<file path="config.mk">
export PLATFORM = sky130hd
export DESIGN_NAME = port_cde_io
export DESIGN_NICKNAME = d
export VERILOG_FILES = /design/src/port_cde_pkg.sv /design/src/port_cde_io.sv
export SDC_FILE = /design/constraint.sdc
export NUM_CORES = 1
export LEC_CHECK = 0
export BUFFER_PORTS_ARGS = -buffer_cell sky130_fd_sc_hd__buf_2
export CELL_PAD_IN_SITES_DETAIL_PLACEMENT = 0
export CELL_PAD_IN_SITES_GLOBAL_PLACEMENT = 1
export CORE_MARGIN = 8
export CORE_UTILIZATION = 44
export DETAILED_ROUTE_END_ITERATION = 12
export GPL_ROUTABILITY_DRIVEN = 0
export GPL_TIMING_DRIVEN = 1
export PLACE_DENSITY = 0.84
export SYNTH_ARGS = -nofsm -noshare
export SYNTH_HDL_FRONTEND = slang
export SYNTH_SLANG_ARGS = --single-unit
</file>
<file path="constraint.sdc">
create_clock -name i_clk -period 1.6 [get_ports i_clk]
set_input_delay 0.16 -clock i_clk [delete_from_list [all_inputs] [get_ports i_clk]]
set_output_delay 0.16 -clock i_clk [all_outputs]
set_load 0.1 [all_outputs]
</file>
<file path="src/port_cde_pkg.sv">
/*
 * Constants and carrier types for the port C/D/E I/O block: register
 * offsets, reset values, field positions and pin bundles.
 * Assumes a single 50 MHz core clock and an 8-bit register port.
 */
// Notes on behaviour
// - Port D has eight pins, each with its own direction bit.
// - Parallel port select set makes port D an 8-bit microprocessor data port.
// - Port E has four pins; lower three have separate direction bits.
// - Fourth port E pin is a general input only when master clear pin is disabled.
// - Fourth pin is input only; its direction bit reads one and does nothing.
// - With parallel port select set, lower port E pins are read, write, chip select.
// - Port E pins selected as analog inputs read as zero.
// - Direction bits still drive analog pins; software keeps them inputs.
// - Power-on reset leaves port E pins analog, reading zero.
// - Port D direction resets to all ones on every reset.
// - Port E direction register resets to 0000 1111 on every reset.
// - Port C pin 3 can be the serial peripheral clock.
// - Port C pin 4 can be serial data in or two-way data.
// - Port C pin 5 can be the serial data output.
// - Port C pins 6 and 7 can be UART transmit and receive or clock and data.
// - Port C pins 0 to 2 shared with secondary timer and capture units.
// - Direction one makes a pin input; zero drives the output latch.

`default_nettype none

package port_cde_pkg;

    // ==========================================================
    // Register map
    localparam logic [7:0] ADDR_PORT_C_DATA = 8'h07;
    localparam logic [7:0] ADDR_PORT_D_DATA = 8'h08;
    localparam logic [7:0] ADDR_PORT_E_DATA = 8'h09;
    localparam logic [7:0] ADDR_PORT_C_DIR  = 8'h87;
    localparam logic [7:0] ADDR_PORT_D_DIR  = 8'h88;
    localparam logic [7:0] ADDR_PORT_E_DIR  = 8'h89;
    localparam logic [7:0] ADDR_ANALOG_SEL  = 8'h9F;

    // ==========================================================
    // Reset values
    localparam logic [7:0] RST_PORT_C_DIR  = 8'hFF;
    localparam logic [7:0] RST_PORT_D_DIR  = 8'hFF;
    localparam logic [7:0] RST_PORT_E_DIR  = 8'h0F;
    localparam logic [3:0] RST_ANALOG_SEL  = 4'h0;
    localparam logic [2:0] ANALOG_ALL_DIGITAL = 3'h0;
    localparam logic [7:0] RST_LATCH       = 8'h00;

    // ==========================================================
    // Field positions in the port E direction register
    localparam int PE_PARALLEL_SELECT_BIT = 4;
    localparam int PE_OVERFLOW_BIT        = 5;
    localparam int PE_FOURTH_DIR_BIT      = 3;

    // ==========================================================
    // Pin and peripheral carriers
    typedef struct packed {
        logic [7:0] out;
        logic [7:0] oe;
    } pin_drive_s;

    typedef struct packed {
        logic [7:0] sel;
        logic [7:0] out;
        logic [7:0] oe;
    } periph_ovr_s;

endpackage : port_cde_pkg

`default_nettype wire

</file>
<file path="src/port_cde_io.sv">
/*
 * General purpose I/O ports C, D and E with direction registers,
 * port C peripheral override, analog read-as-zero on port E and the
 * microprocessor port mode select.
 * Assumes pins are asynchronous to i_clk and peripherals share i_clk.
 */
// Our own choice: the strobed register port.
`timescale 1ns/1ps
`default_nettype none

module port_cde_io #(
    parameter int SYNC_STAGES = 3
) (
    // Clock and reset
    input  wire logic                       i_clk,
    input  wire logic                       i_rst_n,
    // Register port
    input  wire logic [7:0]                 i_addr,
    input  wire logic [7:0]                 i_wdata,
    input  wire logic                       i_wr,
    input  wire logic                       i_rd,
    output logic      [7:0]                 o_rdata,
    // Configuration
    input  wire logic                       i_master_clear_pin_enable,
    // Port C pins and peripheral override
    input  wire logic [7:0]                 i_pc_pin,
    output port_cde_pkg::pin_drive_s        o_pc_drive,
    input  wire port_cde_pkg::periph_ovr_s  i_pc_periph,
    output logic      [7:0]                 o_pc_periph_in,
    // Port D pins
    input  wire logic [7:0]                 i_pd_pin,
    output port_cde_pkg::pin_drive_s        o_pd_drive,
    // Port E pins (bit 3 is input only)
    input  wire logic [3:0]                 i_pe_pin,
    output logic      [2:0]                 o_pe_out,
    output logic      [2:0]                 o_pe_oe,
    // Microprocessor port hand-off
    output logic                            o_parallel_port_select,
    output logic      [2:0]                 o_pe_ctrl_in,
    output logic      [7:0]                 o_pd_pins_in
);

    // Elaboration check: the agreement filter below is built for three stages only
    if (SYNC_STAGES != 3) begin : g_bad_sync_stages
        $error("SYNC_STAGES must be 3");
    end

    // ==========================================================
    // Registers
    logic [7:0] port_c_latch;
    logic [7:0] port_d_latch;
    logic [2:0] port_e_latch;
    logic [7:0] port_c_direction_reg;
    logic [7:0] port_d_direction_reg;
    logic [2:0] port_e_dir_bits;
    logic       parallel_port_select;
    logic       overflow_flag;
    logic [3:0] analog_select_register;

    // Pin synchronisers: three stages, change accepted when 2 and 3 agree
    logic [19:0] sync1;
    logic [19:0] sync2;
    logic [19:0] sync3;
    logic [19:0] pins_clean;
    logic [19:0] pins_raw;

    assign pins_raw = {i_pe_pin, i_pd_pin, i_pc_pin};

    // First stage feeds only the second
    always_ff @(posedge i_clk or negedge i_rst_n) begin
        if (!i_rst_n) begin
            sync1 <= '0;
            sync2 <= '0;
            sync3 <= '0;
        end else begin
            sync1 <= pins_raw;
            sync2 <= sync1;
            sync3 <= sync2;
        end
    end

    // Filter: hold last value until two late stages agree
    genvar g;
    generate
        for (g = 0; g < 20; g++) begin : g_filt
            always_ff @(posedge i_clk or negedge i_rst_n) begin
                if (!i_rst_n) begin
                    pins_clean[g] <= 1'b0;
                end else if (sync2[g] == sync3[g]) begin
                    pins_clean[g] <= sync3[g];
                end
            end
        end
    endgenerate

    logic [7:0] pc_in;
    logic [7:0] pd_in;
    logic [3:0] pe_in;
    assign pc_in = pins_clean[7:0];
    assign pd_in = pins_clean[15:8];
    assign pe_in = pins_clean[19:16];

    // Analog selection of the three port E pins; codes of 7 and above
    // make them digital, so reset (0) leaves them analog as well.
    function automatic logic [2:0] analog_mask(input logic [3:0] cfg);
        analog_mask = (cfg >= 4'h7) ? port_cde_pkg::ANALOG_ALL_DIGITAL : 3'h7;
    endfunction

    logic [2:0] pe_analog;
    assign pe_analog = analog_mask(analog_select_register);

    function automatic logic hit(input logic [7:0] a, input logic [7:0] b);
        hit = (a == b);
    endfunction

    // ==========================================================
    // Data latches: written regardless of direction
    always_ff @(posedge i_clk or negedge i_rst_n) begin
        if (!i_rst_n) begin
            port_c_latch <= port_cde_pkg::RST_LATCH;
            port_d_latch <= port_cde_pkg::RST_LATCH;
            port_e_latch <= 3'h0;
        end else if (i_wr) begin
            if (hit(i_addr, port_cde_pkg::ADDR_PORT_C_DATA)) port_c_latch <= i_wdata;
            if (hit(i_addr, port_cde_pkg::ADDR_PORT_D_DATA)) port_d_latch <= i_wdata;
            if (hit(i_addr, port_cde_pkg::ADDR_PORT_E_DATA)) port_e_latch <= i_wdata[2:0];
        end
    end

    // Direction registers; all reset types land here through i_rst_n
    always_ff @(posedge i_clk or negedge i_rst_n) begin
        if (!i_rst_n) begin
            port_c_direction_reg <= port_cde_pkg::RST_PORT_C_DIR;
            port_d_direction_reg <= port_cde_pkg::RST_PORT_D_DIR;
            port_e_dir_bits      <= port_cde_pkg::RST_PORT_E_DIR[2:0];
            parallel_port_select <= port_cde_pkg::RST_PORT_E_DIR[port_cde_pkg::PE_PARALLEL_SELECT_BIT];
            overflow_flag        <= port_cde_pkg::RST_PORT_E_DIR[port_cde_pkg::PE_OVERFLOW_BIT];
            analog_select_register <= port_cde_pkg::RST_ANALOG_SEL;
        end else if (i_wr) begin
            if (hit(i_addr, port_cde_pkg::ADDR_PORT_C_DIR)) port_c_direction_reg <= i_wdata;
            if (hit(i_addr, port_cde_pkg::ADDR_PORT_D_DIR)) port_d_direction_reg <= i_wdata;
            if (hit(i_addr, port_cde_pkg::ADDR_PORT_E_DIR)) begin
                port_e_dir_bits      <= i_wdata[2:0];
                parallel_port_select <= i_wdata[port_cde_pkg::PE_PARALLEL_SELECT_BIT];
                // Overflow is only cleared by software; nothing in this block or on its ports ever sets the flag
                overflow_flag        <= overflow_flag & i_wdata[port_cde_pkg::PE_OVERFLOW_BIT];
            end
            if (hit(i_addr, port_cde_pkg::ADDR_ANALOG_SEL)) analog_select_register <= i_wdata[3:0];
        end
    end

    // ==========================================================
    // Port C: peripherals may take over any pin
    logic [7:0] pc_out;
    logic [7:0] pc_oe;
    always_comb begin
        for (int i = 0; i < 8; i++) begin
            // Pins 0-2 timer/capture, 3 clock, 4 data, 5 data out, 6-7 UART
            if (i_pc_periph.sel[i]) begin
                pc_out[i] = i_pc_periph.out[i];
                pc_oe[i]  = i_pc_periph.oe[i];
            end else begin
                pc_out[i] = port_c_latch[i];
                pc_oe[i]  = ~port_c_direction_reg[i];
            end
        end
    end

    always_ff @(posedge i_clk or negedge i_rst_n) begin
        if (!i_rst_n) begin
            o_pc_drive <= '{out: 8'h00, oe: 8'h00};
        end else begin
            o_pc_drive <= '{out: pc_out, oe: pc_oe};
        end
    end
    assign o_pc_periph_in = pc_in;

    // ==========================================================
    // Port D: in microprocessor mode direction is ignored and drive is
    // left to the external handshake logic, so pins are released here.
    always_ff @(posedge i_clk or negedge i_rst_n) begin
        if (!i_rst_n) begin
            o_pd_drive <= '{out: 8'h00, oe: 8'h00};
        end else if (parallel_port_select) begin
            o_pd_drive <= '{out: port_d_latch, oe: 8'h00};
        end else begin
            o_pd_drive <= '{out: port_d_latch, oe: ~port_d_direction_reg};
        end
    end
    assign o_pd_pins_in = pd_in;

    // ==========================================================
    // Port E: direction bits rule the drivers even for analog pins
    always_ff @(posedge i_clk or negedge i_rst_n) begin
        if (!i_rst_n) begin
            o_pe_out <= 3'h0;
            o_pe_oe  <= 3'h0;
        end else begin
            o_pe_out <= port_e_latch;
            o_pe_oe  <= ~port_e_dir_bits;
        end
    end

    // Control inputs for the microprocessor port: idle high outside mode
    assign o_parallel_port_select = parallel_port_select;
    assign o_pe_ctrl_in = parallel_port_select ? pe_in[2:0] : 3'h7;

    // Fourth pin reads only when master clear pin is disabled
    logic pe_fourth;
    assign pe_fourth = i_master_clear_pin_enable ? 1'b0 : pe_in[3];

    // ==========================================================
    // Read port: data one cycle after the strobe
    logic [7:0] next_rdata;
    always_comb begin
        unique case (i_addr)
            port_cde_pkg::ADDR_PORT_C_DATA: next_rdata = pc_in;
            port_cde_pkg::ADDR_PORT_D_DATA: next_rdata = pd_in;
            port_cde_pkg::ADDR_PORT_E_DATA: next_rdata = {4'h0, pe_fourth, pe_in[2:0] & ~pe_analog};
            port_cde_pkg::ADDR_PORT_C_DIR:  next_rdata = port_c_direction_reg;
            port_cde_pkg::ADDR_PORT_D_DIR:  next_rdata = port_d_direction_reg;
            port_cde_pkg::ADDR_PORT_E_DIR:  next_rdata = {2'b00, overflow_flag, parallel_port_select,
                                                          1'b1, port_e_dir_bits};
            port_cde_pkg::ADDR_ANALOG_SEL:  next_rdata = {4'h0, analog_select_register};
            default:                        next_rdata = 8'h00;
        endcase
    end

    always_ff @(posedge i_clk or negedge i_rst_n) begin
        if (!i_rst_n) begin
            o_rdata <= 8'h00;
        end else if (i_rd) begin
            o_rdata <= next_rdata;
        end else begin
            o_rdata <= 8'h00;
        end
    end

endmodule : port_cde_io

`default_nettype wire

</file>
==> out/qor.yml <==
run_status:
  status: "complete, no violations"
clocking:
  clock_latency_ns: 0.42
  root_buffer: "clkbuf_16"
  htreeDepth: 4
  cts_tree: "built"
  clock-sinks: 170
  cts_buffer_depth: 2
  cts_made_buffers: 17
  cts_setup_buffers: 0
  clk_pin_slew_ns: 0.06
detailed_routing:
  antenna_left: 0
  drt_wl_total_mm: 13.2
  first_iter_violations: 237
  wl_per_cell_microns: 17.3
  vias: 3746
  dr.pass1.iters: 5
  drc_errors: 0
  viasPerCell: 4.89
pwr:
  ir_worst_vdd_mv: 0.709
  combPwrFrac: 0.143
  pwr-share-seq: 0.461
  p_leak_nw: 3.76
  clkPwrFrac: 0.396
  switching_power_mw: 2.79
  p_per_area_mw_per_mm2: 1260
  p_int_mw: 7.41
  swShare: 0.274
global_route:
  grt_pass1_vias: 4157
  grt_usage: 0.160
  overflow: 0
  antenna_found_initial: 1
  grt_max_degree: 48
  grt_pass1_wl_mm: 21.8
yosys:
  ys_ff_latch: 170
  yosysUniqueCellTypes: 41
  synthesis.nets: 422
  syn_avg_cell_area_sq_um: 16.3
  syn_inst: 357
  synth_top_cell_by_area: "dfrtp_1"
  synth.most_common_cell: "dfrtp_1"
  ys_warn_count: 0
  netlist_area_sq_mm: 0.00583
  netlist_top_cells_area: "dfrtp_1 65%, mux2_2 11%, dfstp_2 8.6%"
  ys_top_cells_by_count: "151 x dfrtp_1, 55 x mux2_2, 20 x maj3_1"
  synth_top_area_share: 0.648
  synthFlopType: "dfrtp_1"
  seq_area_frac_synth: 0.734
  async_flop_share: 1.00
  synth_edf_count: 0
setup_path:
  ff2ff_path_depth: 4
  reg2reg_from: "o_pd_pins_in[3]"
  slowest_delay_ns: 0.51
  cp_num_buf_inv: 1
  critPathSlowestCell: "dfrtp_2"
  crit_chain: "nand2b_1 > buf_4"
  cp-start-kind: "flip-flop"
  r2r_setup_slack_ns: 0.14
  arrival_ns: 1.36
  crit_family: "flip-flops"
  cp-end-kind: "primary output"
  worstPathRequired_ns: 1.44
  crit_fanout: 11
  r2r_end: "o_rdata[3]"
  worstSetupPathType: "reg2out"
cells_and_area:
  area_growth_pct: 38.6
  reg_top3: "sync1 x20, sync2 x20, sync3 x20"
  drive_above_1_share: 0.464
  final_area_sq_mm: 0.00808
  antenna_cells: 0
  num-nets-final: 642
  fin_util: 0.617
sta:
  setup_viol: 0
  clock_skew_ns: 0.00969
  max_freq_ghz: 0.658
  fin_tns_setup_ns: 0
  worst_pin_slew_ns: 0.512
  rsz0062_at_grt: "false"
  hold_violations: 0
  period_share: 0.950
  period_needed_ns: 1.52
  whs_ns: 0.0320
  slew_headroom: 0.661
  maxSlewViolCount: 0
floorplan:
  num_io_pins: 131
  die-area_sq_mm: 0.0172
  die_w_microns: 131
  core_area_sq_mm: 0.0131
  start_util: 0.446
  die_h_microns: 131
  rows: 42
worst_hold_path:
  hold_start: "i_wdata[7]"
  whs_path_depth: 2
  whs_endpoint: "port_d_latch[7]"
  hold_class: "in2reg"
placement:
  postPlaceCellArea_sq_mm: 0.00693
  io_buffers: 130
  dpl.hpwl_mm: 9.41
flow_run:
  cap_violations: 0
-- cell families after synthesis --
kind of cell | count (synthesis) | share of synthesized area
compound gates | 37 | 0.0425
fa+ha+maj | 20 | 0.0343
buf+inv | 11 | 0.00794
flops | 170 | 0.734
mux | 59 | 0.113
simple gates | 60 | 0.0685
-- metal layers --
metal	wire length, microns	track usage	vias up
li1	-	-	1727
met1	5530	0.189	1868
met2	6630	0.264	125
met3	818	0.0534	24
met4	238	0.0658	2
met5	13	0	-
-- worst max path at each step --
stage	start	end	slack, ns	cells past startpoint
global route	o_parallel_port_select	o_pe_ctrl_in[1]	0.03	2
floorplan	o_pc_periph_in[2]	o_rdata[2]	0.002	3
detailed placement	i_addr[3]	port_c_direction_reg[6]	-0.02	4
finish	o_parallel_port_select	o_pe_ctrl_in[1]	0.08	2
CTS	o_parallel_port_select	o_pe_ctrl_in[1]	0.05	2
global placement	i_addr[0]	o_rdata[3]	0.05	6
-- power by group through the flow --
stage	Clock, mW	Combinational, mW	Sequential [mW]
6_report	4.04	1.46	4.70
5_1_grt	4.33	1.53	4.73
4_1_cts	4.16	1.47	4.70
3_5_place_dp	0	1.37	4.78
3_3_place_gp	0	1.35	4.77
2_1_floorplan	0	0.220	5.47
-- area by class of cell --
class / instances / area, sq um
clock buffers: 22 / 484
flip-flops and latches: 170 / 4280
clock inverters: 10 / 116
repair buffers: 208 / 1450
inverters: 4 / 15.0
multi-input cells: 176 / 1510
well taps: 176 / 220
fillers: 996 / 5010
-- worst register-to-register path, cell delays in order, from the launching register on --
cell and delay [ns]:
dfrtp_4 0.43, or3b_2 0.43, a21boi_0 0.16, o21ai_0 0.11
a31oi_1 0.24
-- placed cells by master, fill, tap and decap left out, types with 5 or more instances in the layout --
| cell | instances |
|---|---|
| a221oi_1 | 8 |
| a31oi_1 | 5 |
| buf_12 | 5 |
| buf_2 | 125 |
| buf_4 | 23 |
| clkbuf_16 | 17 |
| dfrtp_1 | 148 |
| dfstp_2 | 19 |
| dlygate4sd3_1 | 54 |
| maj3_1 | 20 |
| mux2_2 | 55 |
| nand2_1 | 13 |
| nand3_1 | 8 |
| nor2_1 | 9 |
| o21ai_0 | 13 |
-- what timing repair did --
action,in CTS,in global routing
resized for setup,4,0
hold buffers,54,0
setup endpoints to repair,4,0
endpoints found under the hold margin,78,0
-- metrics by stage --
stage	cells	worst slack (ns)	total power [mW]
floorplan	357	0.00184	5.69
global placement	680	0.0495	6.12
detailed placement	680	-0.0210	6.14
CTS	766	0.0506	10.3
global route	766	0.0254	10.6
finish	766	0.0797	10.2
Note: power is estimated with default switching activity, not from simulation.
